**config.mk**
```make
export PLATFORM = sky130hd
export DESIGN_NAME = gtw_top
export DESIGN_NICKNAME = d
export VERILOG_FILES = /design/src/gtw_pkg.sv /design/src/gtw_sync.sv /design/src/gtw_top.sv
export VERILOG_INCLUDE_DIRS = /design/src
export SDC_FILE = /design/constraint.sdc
export NUM_CORES = 1
export LEC_CHECK = 0
export ABC_AREA = 1
export BUFFER_PORTS_ARGS = -buffer_cell sky130_fd_sc_hd__buf_4
export CAP_MARGIN = 25
export CORE_AREA = 2 2 99 101
export CTS_CLUSTER_DIAMETER = 200
export DETAILED_ROUTE_END_ITERATION = 12
export DIE_AREA = 0 0 101 103
export GPL_TIMING_DRIVEN = 0
export HOLD_SLACK_MARGIN = 0.08
export PLACE_DENSITY = 0.52
export SLEW_MARGIN = 25
export SYNTH_ARGS = -nofsm -noshare
export SYNTH_HDL_FRONTEND = slang
export SYNTH_HIERARCHICAL = 1
export SYNTH_SLANG_ARGS = --single-unit
```
**constraint.sdc**
```tcl
create_clock -name clk_sys -period 3.7 [get_ports clk_sys]
set_clock_uncertainty 0.15 [all_clocks]
set_input_delay 0.185 -clock clk_sys [delete_from_list [all_inputs] [get_ports clk_sys]]
set_output_delay 0.185 -clock clk_sys [all_outputs]
set_load 0.02 [all_outputs]
```
**src/gtw_map.svh**
```systemverilog
// gtw_map.svh: offsets, reset values and timing counts of the guard timer
// assumes: included by bare name; the system clock runs at 250 MHz
`ifndef GTW_MAP_SVH
`define GTW_MAP_SVH

// reload value and counter after reset (0400h, about 102.4 ms nominal)
`define GTW_RELOAD_RESET 16'h0400
`define GTW_COUNT_RESET 16'h0400
`define GTW_COUNT_ONE 16'h0001

// unlock keys written to the high reload address
`define GTW_UNLOCK_KEY1 8'h55
`define GTW_UNLOCK_KEY2 8'haa

// byte fields of the 16-bit reload and count values
`define GTW_HIGH_MSB 15
`define GTW_HIGH_LSB 8
`define GTW_LOW_MSB 7
`define GTW_LOW_LSB 0

// system clock period and short reset pulse length
`define GTW_CLK_PERIOD_PS 4000
`define GTW_RESET_PULSE_NS 32
`define GTW_RESET_PULSE_CYC \
  ((`GTW_RESET_PULSE_NS * 1000 + `GTW_CLK_PERIOD_PS - 1) / `GTW_CLK_PERIOD_PS)
`define GTW_RESET_CNT_W 4

`endif

```
**src/gtw_pkg.sv**
```systemverilog
// gtw_pkg.sv: types shared by the guard timer modules
// assumes: gtw_map.svh is on the include path
package gtw_pkg;

  // unlock sequence of the reload registers
  typedef enum logic [1:0] {
    UNL_LOCKED,
    UNL_KEY1,
    UNL_HIGH,
    UNL_LOW
  } gtw_unlock_t;

  // whole state of the guard timer top
  typedef struct packed {
    gtw_unlock_t unl;
    logic on;
    logic [15:0] cnt;
    logic [15:0] rld;
    logic lvl;
    logic exc;
    logic rst;
    logic [3:0] rstcnt;
    logic smr;
    logic st_guard;
    logic st_stop;
    logic [7:0] rd;
  } gtw_state_t;

endpackage : gtw_pkg

```
**src/gtw_sync.sv**
```systemverilog
// gtw_sync.sv: three-stage synchroniser for inputs from outside clk_sys
// assumes: only stages two and three are looked at by the user
`timescale 1ns/1ps
module gtw_sync #(
  parameter int WIDTH = 1
) (
  input wire logic clk_sys,
  input wire logic reset_n,
  input wire logic [WIDTH-1:0] async_in,
  output logic [WIDTH-1:0] stage2,
  output logic [WIDTH-1:0] stage3
);

  typedef struct packed {
    logic [WIDTH-1:0] s1;
    logic [WIDTH-1:0] s2;
    logic [WIDTH-1:0] s3;
  } gtw_sync_state_t;

  gtw_sync_state_t st_q;
  gtw_sync_state_t st_d;

  // shift the input through three flops
  always_comb
  begin
    st_d = st_q;
    st_d.s1 = async_in;
    st_d.s2 = st_q.s1;
    st_d.s3 = st_q.s2;
  end

  // register stages, cleared on reset
  always_ff @(posedge clk_sys or negedge reset_n)
  begin
    if (!reset_n)
    begin
      st_q <= '0;
    end
    else
    begin
      st_q <= st_d;
    end
  end

  assign stage2 = st_q.s2;
  assign stage3 = st_q.s3;

endmodule : gtw_sync

```
**src/gtw_top.sv**
```systemverilog
// gtw_top.sv: guard timer, a 16-bit reloadable down counter with expiry response
// assumes: cpu strobes are on clk_sys; rc oscillator arrives as a pin level
`timescale 1ns/1ps
`include "gtw_map.svh"
module gtw_top (
  input wire logic clk_sys,
  input wire logic reset_n,
  input wire logic osc_clk_pin,
  input wire logic guard_osc_enable,
  input wire logic always_on_option,
  input wire logic timeout_response_option,
  input wire logic stop_mode,
  input wire logic debug_mode,
  input wire logic refresh_instr,
  input wire logic reg_wr,
  input wire logic reg_wr_high,
  input wire logic [7:0] reg_wdata,
  input wire logic reg_rd_high,
  input wire logic status_clear,
  output logic [7:0] read_data,
  output logic exception_req,
  output logic reset_req,
  output logic stop_recovery_req,
  output logic status_guard,
  output logic status_stop,
  output logic timer_on
);

  gtw_pkg::gtw_state_t st_q;
  gtw_pkg::gtw_state_t st_d;
  logic osc_s2;
  logic osc_s3;
  logic tick;
  logic expire;
  logic key2_hit;

  // oscillator level into the clk_sys domain
  gtw_sync #(
    .WIDTH(1)
  ) u_osc_sync (
    .clk_sys(clk_sys),
    .reset_n(reset_n),
    .async_in(osc_clk_pin),
    .stage2(osc_s2),
    .stage3(osc_s3)
  );

  // one tick per rising oscillator edge, only with the oscillator enabled
  assign tick = osc_s2 & osc_s3 & ~st_q.lvl & guard_osc_enable;

  // terminal count reached on this tick, unless a refresh or debug mode wins
  assign expire = st_q.on & tick & ~refresh_instr & ~debug_mode
    & (st_q.cnt <= `GTW_COUNT_ONE);

  // second unlock key accepted
  assign key2_hit = reg_wr & reg_wr_high & (reg_wdata == `GTW_UNLOCK_KEY2)
    & (st_q.unl == gtw_pkg::UNL_KEY1);

  // next state of the whole timer
  always_comb
  begin
    st_d = st_q;
    st_d.exc = 1'b0;
    st_d.smr = 1'b0;
    // filtered oscillator level changes once stages agree
    if (osc_s2 == osc_s3)
    begin
      st_d.lvl = osc_s3;
    end
    // count bytes on the reload addresses
    st_d.rd = reg_rd_high ? st_q.cnt[`GTW_HIGH_MSB:`GTW_HIGH_LSB]
      : st_q.cnt[`GTW_LOW_MSB:`GTW_LOW_LSB];
    // unlock sequence; key writes leave the reload bytes alone
    if (reg_wr)
    begin
      unique case (st_q.unl)
        gtw_pkg::UNL_LOCKED:
        begin
          st_d.unl = (reg_wr_high && reg_wdata == `GTW_UNLOCK_KEY1)
            ? gtw_pkg::UNL_KEY1 : gtw_pkg::UNL_LOCKED;
        end
        gtw_pkg::UNL_KEY1:
        begin
          st_d.unl = key2_hit ? gtw_pkg::UNL_HIGH : gtw_pkg::UNL_LOCKED;
        end
        gtw_pkg::UNL_HIGH:
        begin
          if (reg_wr_high)
          begin
            st_d.rld[`GTW_HIGH_MSB:`GTW_HIGH_LSB] = reg_wdata;
            st_d.unl = gtw_pkg::UNL_LOW;
          end
          else
          begin
            st_d.unl = gtw_pkg::UNL_LOCKED;
          end
        end
        gtw_pkg::UNL_LOW:
        begin
          if (!reg_wr_high)
          begin
            st_d.rld[`GTW_LOW_MSB:`GTW_LOW_LSB] = reg_wdata;
          end
          st_d.unl = gtw_pkg::UNL_LOCKED;
        end
      endcase
    end
    // short reset pulse countdown
    if (st_q.rstcnt != '0)
    begin
      st_d.rstcnt = st_q.rstcnt - 4'h1;
    end
    // software clear of sticky status; a set below wins
    if (status_clear)
    begin
      st_d.st_guard = 1'b0;
      st_d.st_stop = 1'b0;
    end
    // turn on, refresh, count and expire
    if (!st_q.on)
    begin
      if (refresh_instr || always_on_option)
      begin
        st_d.on = 1'b1;
        st_d.cnt = st_q.rld;
      end
    end
    else if (refresh_instr || debug_mode)
    begin
      st_d.cnt = st_q.rld;
    end
    else if (expire)
    begin
      st_d.st_guard = 1'b1;
      if (stop_mode)
      begin
        st_d.smr = 1'b1;
        st_d.st_stop = 1'b1;
      end
      if (!timeout_response_option)
      begin
        st_d.exc = 1'b1;
        st_d.cnt = st_q.rld;
      end
      else if (stop_mode)
      begin
        st_d.cnt = st_q.rld;
      end
      else
      begin
        // device goes to reset: on, cnt, rld and unl return to their reset values; status_guard stays set
        st_d.rstcnt = 4'(`GTW_RESET_PULSE_CYC);
        st_d.on = 1'b0;
        st_d.cnt = `GTW_COUNT_RESET;
        st_d.rld = `GTW_RELOAD_RESET;
        st_d.unl = gtw_pkg::UNL_LOCKED;
      end
    end
    else if (tick)
    begin
      st_d.cnt = st_q.cnt - 16'h0001;
    end
    st_d.rst = (st_d.rstcnt != '0);
  end

  // state register with reset values
  always_ff @(posedge clk_sys or negedge reset_n)
  begin
    if (!reset_n)
    begin
      st_q <= '0;
      st_q.unl <= gtw_pkg::UNL_LOCKED;
      st_q.cnt <= `GTW_COUNT_RESET;
      st_q.rld <= `GTW_RELOAD_RESET;
    end
    else
    begin
      st_q <= st_d;
    end
  end

  // outputs straight from flops
  assign read_data = st_q.rd;
  assign exception_req = st_q.exc;
  assign reset_req = st_q.rst;
  assign stop_recovery_req = st_q.smr;
  assign status_guard = st_q.st_guard;
  assign status_stop = st_q.st_stop;
  assign timer_on = st_q.on;
endmodule : gtw_top

```
Word-level counts from Yosys, hierarchy flattened
Cells that the tools add are included.

storage, ports and cells
  bits in registers = 56
  bits of input ports = 21
  output and inout bits = 14
  word-level logic and storage cells = 87

cells by class
  $add $sub $neg = 2
  eq/ne operators = 7
  reduce and logical (&&, ||, !) cells = 8
  muxes and demuxes = 41
  magnitude comparators = 1
  bitwise operators = 13

operators by type and width
  kind                                                                                count
  16-bit two-way mux                                                                  11
  8-bit two-way mux                                                                   5
  17-bit two-way mux                                                                  2
  7-bit two-way mux                                                                   3
  16-bit by 1-bit less-or-equal comparator with 1-bit output (second input constant)  1
  16-bit by 1-bit subtractor with 16-bit output (second input constant)               1
  3-bit two-way mux                                                                   4
  4-bit two-way mux                                                                   3
  1-bit bitwise AND                                                                   10
  2-bit two-way mux                                                                   5
  8-bit by 7-bit == test with 1-bit output (second input constant)                    1
  8-bit == test (second input constant)                                               1
  2-bit case mux with 4 select lines                                                  1
  4-bit nonzero test                                                                  2
  1-bit two-way mux                                                                   7
  2-bit == test (second input constant)                                               2
  4-bit by 1-bit inequality test with 1-bit output (second input constant)            1
  4-bit by 1-bit subtractor with 4-bit output (second input constant)                 1
  1-bit inverter                                                                      3
  2-bit by 1-bit == test with 1-bit output (second input constant)                    1
  2-bit logical NOT                                                                   1
  1-bit logical OR                                                                    2
  2-bit AND reduction                                                                 1
  2-bit nonzero test                                                                  1
  2 further kinds                                                                     2

Longest topological paths before layout
Gate-level depths: netlist of the first run.

  depth in word-level cells = 11
  gate-level depth with buffers = 12

Modules after synthesis
The synthesis of the first run kept the hierarchy.

modules (own cells, without submodules)
  module    cells each  area each (µm²)  times used  sequential area each (µm²)
  gtw_top   432         3,189.3          1           1,328.8
  gtw_sync  3           75.1             1           75.1

Least setup slack after synthesis of the first run
No wires, ideal clock.

  path kind = register to register
  start = register st_q[34] in the netlist's numbering
  end = register st_q[39] in the netlist's numbering
  stages on the path, launching flop included = 13
  path slack = 1.901 ns
  period minus slack after synthesis = 1.799 ns
  data arrival time = 1.575 ns
  setup time = 0.074 ns
  path through = dfrtp_1 > inv_1 > ha_1 > o21ai_0 > inv_1 > nand2_1 > nor2_4 > nor2_4 > buf_6 > nand2_1 > nand3_1 > nand2_1 > o21ai_2

between the ends
  longest elaborated chain between the ends = 5
  elaborated cells between the ends (all ways) = 9
  classes of those cells = add/sub: 1; order compare: 1; eq/ne: 1; mux: 4; bitwise: 1; reduce/logical: 1

ends and longest elaborated chain
  what                                                                                                                         line                           text
  start: declaration                                                                                                           gtw_top.sv:29                  gtw_pkg::gtw_state_t st_q;
  start signal: assignment                                                                                                     gtw_top.sv:178                 st_q <= st_d;
  16-bit by 1-bit subtractor with 16-bit output or 16-bit by 1-bit less-or-equal comparator with 1-bit output (tied branches)  -
  16-bit two-way mux or 1-bit bitwise AND (tied branches)                                                                      gtw_top.sv:159, gtw_top.sv:52
  16-bit two-way mux                                                                                                           gtw_top.sv:132                 else if (expire)
  16-bit two-way mux                                                                                                           gtw_top.sv:128                 else if (refresh_instr || debug_mode)
  17-bit two-way mux                                                                                                           gtw_top.sv:120                 if (!st_q.on)

Several ways; a longest one is shown, not always the timed one. The select of a mux whose other input is x is not followed.
A chain may end at the register's enable or synchronous reset.

Worst setup path after layout of the first run
  start = register st_q[34] in the netlist's numbering
  end = register st_q[40] in the netlist's numbering

The elaborated chain is that of the path after synthesis.

==> results of run 1 <==
## synth_stat cells (4+ instances only)
| cell | number | area [sq um] |
|---|---|---|
| nor2_1 | 62 | 233 |
| buf_4 | 12 | 90.1 |
| nor2_2 | 5 | 31.3 |
| o21ai_1 | 5 | 25.0 |
| a21oi_1 | 29 | 145 |
| nand4_1 | 12 | 75.1 |
| nand3_1 | 40 | 200 |
| xor2_1 | 10 | 87.6 |
| inv_2 | 4 | 15.0 |
| nor2_4 | 4 | 45.0 |
| buf_2 | 4 | 20.0 |
| o21ai_2 | 4 | 35.0 |
| nand2_2 | 4 | 25.0 |
| nand2_1 | 106 | 398 |
| o21ai_0 | 12 | 60.1 |
| ha_1 | 4 | 50.1 |
| dfrtp_1 | 54 | 1350 |
| inv_1 | 40 | 150 |
## layout make-up
class                   count  area, sq um  share of cell area [%]
inverters                  45          169                    4.30
well taps                 114          143                    3.63
repair buffers             51          428                    10.9
flip-flops and latches     56         1400                    35.8
multi-input cells         313         1550                    39.4
clock buffers               5         68.8                    1.75
clock inverters             3         22.5                   0.574
plain buffers              21          144                    3.66
## kinds of logic (layout without fill, tap and decap cells)
logic type	Yosys count	count (layout)
AOI/OAI and AO/OA	55	55
xor gates and xnor gates	11	11
adders and majority gates	4	4
buffers and inverters	66	125
DFF	56	56
and+or+nand+nor	243	243
## stage by stage
step | power [mW] | setup WS [ns]
final | 1.57 | 1.42
after global routing | 1.69 | 1.29
after floorplan | 1.08 | 1.90
after detailed placement | 1.21 | 1.47
after global placement | 1.21 | 1.45
after CTS | 1.59 | 1.44
## repair_timing
item                       4_1_cts  5_1_grt
hold endpoints to repair        84        0
setup endpoints to repair        0        0
hold buffers                    18        0
## final timing paths
path	startpoint	endpoint	cells past startpoint
worst max-delay path	st_q[34]	st_q[40]	11
worst min register to register	u_osc_sync/st_d[1]	u_osc_sync/stage2	0
worst min-delay path	refresh_instr	timer_on	5
max in group asynchronous	reset_n	st_q[24]	2
min in group asynchronous	reset_n	status_guard	2
worst max register to register	st_q[34]	st_q[40]	11
## critical path: stages, from the launching register on
cell and delay [ns]:
dfrtp_1 0.43, inv_1 0.12, ha_1 0.25, o21ai_0 0.44, nor2_2 0.09, nand4_1 0.11, nand2_2 0.12, buf_6 0.17
nand2_1 0.06, nand3_1 0.06, nand2_1 0.12, o21ai_2 0.06
## power breakdown
part | switching [mW] | leakage, nW | internal (mW) | total [mW]
registers | 0.0476 | 0.734 | 0.672 | 0.719
logic | 0.303 | 1.17 | 0.195 | 0.499
clock network | 0.215 | 0.0485 | 0.136 | 0.351
## per-layer routing
metal | global-route usage, % | vias up
met5 | 0 | -
met4 | 4.89 | 0
met3 | 2.44 | 6
met2 | 27.8 | 72
met1 | 22.5 | 1330
li1 | - | 1502
==> metrics.csv, run 1 <==
stage;metric;value;unit
die;core;9460;sq um
synthesis;ys.flop_type;dfrtp_1;
synthesis;synth-edff-count;0;
synthesis;synth-warning-count;6;
routing;met3WireLength;274;um
synthesis;synth_seq_cells;56;
die;die_area;10400;sq um
finish;top_register;st_q;
clock_network;clk_pin_slew_worst_paths;0.11;ns
die;pin_count;35;
timing;rsz0062_at_grt;no;
placed_design;portBuffers;33;
timing;finalCritPeriodShare;61.7;%
synthesis;synthCells;435;
finish;design_area;3930;sq um
critical_path;cp_data_arrival_time;2.34;ns
synthesis;yosys.cell_types.count;32;
synthesis;seq_area_frac_synth;43.0;%
global_routing;grt_pass1_wl;13600;um
synthesis;syn_area;3260;sq um
routing;drt_iter0_markers;156;
routing;num_vias;2910;
synthesis;syn-num-nets;460;
clock_network;post_cts_resized;0;
routing;drc;0;
finish;area_growth;20.3;%
critical_path;critPathRequiredTime;3.76;ns
synthesis;synth_mux_area_share;0;%
synthesis;synth_top_family_by_area;simple AND/OR/NAND/NOR gates;
finish;final_common_cell;nand2_1;
critical_path;crit_type;reg -> reg;
synthesis;synth_adder_area_share;1.53;%
clock_network;cts_buffers;5;
finish;final_layout_size_suffix_gt1_share;17.8;%
finish;finalNonFillerCells;608;
global_routing;grt_usage;16.6;%
timing;whs;0.105;ns
global_routing;antenna_found_initial;0;
power_and_ir_drop;p_leak;1.95;nW
routing;ant_nets;0;
job;cap_violations;0;
finish;largest_reg_flops;39;
clock_network;cts_sinks;56;
die;rows;36;
clock_network;cts_max_level;2;
routing;drt_wl_total;8060;um
critical_path;r2r_setup_slack;1.42;ns
die;dieHeight;103;um
synthesis;synth_xor_area_share;2.95;%
global_routing;grt_pass1_vias;2788;
timing;drv_slew;0;
timing;worst_pin_slew;0.724;ns
timing;max_freq;0.438;GHz
synthesis;synth-simple-area-share;33.7;%
timing;hold_viol_final;0;
critical_path;worst-path-max-fanout;10;
global_routing;overflow;0;
routing;wl_per_cell;13.3;um
die;initial_core_util;34.5;%
placed_design;place.gp.congestion;0.941;
outcome;outcome;completed;
synthesis;synth_compound_area_share;9.24;%
finish;final_util;41.5;%
routing;dr.pass1.iters;4;
clock_network;clock_latency;0.31;ns
worst_hold_path;hp-class;in -> reg;
clock_network;cts_tree;done;
routing;dr_wl_met2;3790;um
placed_design;place_area;3650;sq um
routing;vias_per_cell;4.79;
timing;setup_viol_count_final;0;
power_and_ir_drop;vdd_ir_drop_max;0.308;mV
power_and_ir_drop;p_per_area;400;nW/um^2
timing;period_needed;2.28;ns
clock_network;post_cts_buffers;0;
clock_network;clockRootBuffer;clkbuf_8;
critical_path;end_kind;register;
timing;tns;0;ns
finish;final_cell_mix;106 x nand2_1, 62 x nor2_1, 54 x dfrtp_1;
finish;diodes;0;
routing;wl_met1;3880;um
critical_path;worstSetupStartpointType;register;
placed_design;place_hpwl;5870;um
global_routing;grt_max_degree;57;
placed_design;post-place-cells;582;
synthesis;avgSynthCellArea;7.50;sq um
die;die_w;101;um
clock_network;cts_buffer_depth;2;
finish;final.fill_count;1001;
synthesis;async_reset_ff_share;100;%
finish;finalNetCount;518;
routing;routed.top_layer;met4;
timing;slew_headroom;51.8;%
Note: power is estimated with default switching activity, not from simulation.
==> inputs of run 2 (changes only) <==
--- a/config.mk
+++ b/config.mk
@@ -15,7 +15,7 @@
 export DIE_AREA = 0 0 101 103
 export GPL_TIMING_DRIVEN = 0
 export HOLD_SLACK_MARGIN = 0.08
-export PLACE_DENSITY = 0.52
+export PLACE_DENSITY = 0.54
 export SLEW_MARGIN = 25
 export SYNTH_ARGS = -nofsm -noshare
 export SYNTH_HDL_FRONTEND = slang
==> constraint.sdc (replaced) <==
create_clock -name clk_sys -period 2 [get_ports clk_sys]
set_clock_uncertainty 0.15 [all_clocks]
set_input_delay 0.1 -clock clk_sys [delete_from_list [all_inputs] [get_ports clk_sys]]
set_output_delay 0.1 -clock clk_sys [all_outputs]
set_load 0.02 [all_outputs]
==> run 2 against run 1 <==
  * Maximum frequency up 19%
  * Critical endpoint unchanged
  * Flip-flop and latch count unchanged
  * Non-clock buffer count grew 6
  * Routed wire length is 0.47% higher
  * Cell count is 0.99% higher
  * Core utilization grew 1.5 points
  * Critical path depth unchanged
  * Largest cell class unchanged
  * Total power rose by 98%
==> metrics.csv, run 2 (synthesis results as in run 1) <==
stage;metric;value;unit;change
global_routing;grt_usage;16.6;%;-0.019 points
clock_network;cts_buffer_depth;2;;unchanged
clock_network;cts_tree;done;;
timing;finalCritPeriodShare;96.0;%;+34 points
critical_path;r2r_cells;11;;unchanged
die;dieHeight;103;um;unchanged
routing;wl_per_cell;13.2;um;-0.51%
die;die_area;10400;sq um;unchanged
worst_hold_path;hp-class;in -> reg;;
clock_network;clk_pin_slew_worst_paths;0.11;ns;about the same
die;pin_count;35;;unchanged
global_routing;overflow;0;;unchanged
power_and_ir_drop;p_per_area;763;nW/um^2;+91%
routing;drc;0;;unchanged
critical_path;worst-path-max-fanout;10;;unchanged
power_and_ir_drop;p_switching;1.09;mW;+92%
critical_path;r2r_setup_slack;0.08;ns;-1.34 ns
die;core;9460;sq um;unchanged
power_and_ir_drop;p_int;2.01;mW;+100%
global_routing;grt_pass1_vias;2901;;+4.1%
power_and_ir_drop;p_comb_share;31.1;%;-0.7 points
critical_path;worstSetupStartpointType;register;;
finish;top_register;st_q;;
finish;final_common_cell;nand2_1;;
worst_hold_path;hold_end;st_q[44];;
finish;final_layout_size_suffix_gt1_share;19.8;%;+2.0 points
outcome;outcome;completed;;
timing;max_freq;0.521;GHz;+19%
routing;drt_iter0_markers;171;;+9.6%
routing;num_vias;2899;;-0.38%
placed_design;place.gp.congestion;0.905;;-3.8%
power_and_ir_drop;p_leak;2.00;nW;+2.6%
power_and_ir_drop;p_seq_share;42.9;%;-2.9 points
global_routing;grt_max_degree;57;;unchanged
placed_design;place_hpwl;5770;um;-1.7%
placed_design;portBuffers;33;;unchanged
routing;dr.pass1.iters;4;;unchanged
job;cap_violations;0;;unchanged
timing;period_needed;1.92;ns;-0.363 ns
finish;final_cell_mix;105 x nand2_1, 60 x nor2_1, 54 x dfrtp_1;;
die;initial_core_util;34.5;%;unchanged
global_routing;met2_usage;27.8;%;+0.051 points
critical_path;worstReg2RegStart;st_q[34];;
clock_network;cts_sinks;56;;unchanged
critical_path;cp_data_arrival_time;2.03;ns;-0.31 ns
global_routing;met1_usage;22.3;%;-0.16 points
power_and_ir_drop;vdd_ir_drop_max;0.430;mV;+40%
routing;ant_nets;0;;unchanged
clock_network;clockRootBuffer;clkbuf_8;;
clock_network;cts_max_level;2;;unchanged
worst_hold_path;hold_path_depth;5;;unchanged
finish;largest_reg_flops;39;;unchanged
finish;diodes;0;;unchanged
finish;finalNetCount;524;;+1.2%
timing;drv_slew;0;;unchanged
power_and_ir_drop;total_power;3.10;mW;+98%
global_routing;antenna_found_initial;0;;unchanged
clock_network;clock_latency;0.32;ns;about the same
finish;final.fill_count;998;;-0.30%
routing;drt_wl_total;8090;um;+0.47%
routing;vias_per_cell;4.72;;-1.4%
worst_hold_path;min-delay-start;guard_osc_enable;;
timing;setup_viol_count_final;0;;unchanged
timing;tns;0;ns;unchanged
timing;slew_headroom;52.5;%;+0.72 points
global_routing;top_usage_layer;met2;;
critical_path;crit_type;reg -> reg;;
finish;area_growth;24.5;%;
die;die_w;101;um;unchanged
power_and_ir_drop;sw_frac_of_total;35.1;%;-0.96 points
timing;worst_pin_slew;0.713;ns;-0.0108 ns
global_routing;grt_pass1_wl;13600;um;+0.15%
critical_path;r2r-end;st_q[40];;
global_routing;grtUsageMet3;2.37;%;-0.068 points
critical_path;critPathRequiredTime;2.11;ns;-1.65 ns
critical_path;end_kind;register;;
power_and_ir_drop;pwr-share-clk;26.0;%;+3.6 points
die;rows;36;;unchanged
clock_network;cts_buffers;5;;unchanged
timing;hold_viol_final;0;;unchanged
## run 2: worst max-delay path, cell delays in order (launching register included)
cell and delay (ns):
dfrtp_1 0.44, inv_2 0.14, ha_4 0.17, o21ai_2 0.08
nor2_2 0.19, nand4_1 0.13, nand2_2 0.14, buf_6 0.15
nand2_1 0.06, nand3_1 0.06, nand2_1 0.08, o21ai_2 0.06
## run 2: area by class of cell
type                            count  area, sq um  area share [%]
Clock inverter                      3         50.0            1.23
Tap cell                          114          143            3.51
Multi-Input combinational cell    313         1590            39.2
Sequential cell                    56         1400            34.5
Inverter                           45          169            4.16
Timing Repair Buffer               57          495            12.2
Buffer                             21          144            3.54
Clock buffer                        5         68.8            1.69
## run 2: worst max path at each step
stage                     slack (ns)      from   endpoint
after CTS                       0.01  st_q[34]  reset_req
final                           0.08  st_q[34]   st_q[40]
after global routing           -0.02  st_q[34]   st_q[40]
after floorplan                 0.20  st_q[34]   st_q[39]
after global placement         -0.22  st_q[34]   st_q[40]
after detailed placement       -0.24  st_q[34]   st_q[49]
## run 2: per-layer routing
metal / part of all wire, % / vias up / wire length, um
met3: 2.6 / 10 / 208
met1: 48 / 1326 / 3910
met2: 48 / 52 / 3860
li1: - / 1511 / -
met4: 1.4 / 0 / 110
met5: 0 / - / 0
## run 2: power by group through the flow
stage	sequential [mW]	clock (mW)	combinational, mW
after floorplan	1.33	0	0.661
after global placement	1.35	0	0.879
after detailed placement	1.35	0	0.894
after CTS	1.33	0.825	0.938
after global routing	1.35	0.876	1.10
final	1.33	0.807	0.964
## run 2: repair_timing
item / CTS / global route
resized for setup: 2 / 11
pin swaps: 1 / 2
setup buffers: 1 / 1
hold endpoints to repair: 87 / 0
setup endpoints to repair: 38 / 34
hold buffers: 22 / 0
## run 2: through the flow
stage / utilization, % / cells / setup WS [ns] / hold slack (ns) / cell area (sq um)
after floorplan: - / 435 / 0.201 / -0.346 / 3260
after global placement: 38.6 / 582 / -0.221 / 0.0547 / 3650
after detailed placement: 38.6 / 582 / -0.238 / 0.0611 / 3650
after CTS: 42.3 / 613 / 0.0134 / 0.213 / 4010
after global routing: 43.0 / 614 / -0.0185 / 0.125 / 4070
final: 43.0 / 614 / 0.0797 / 0.119 / 4070
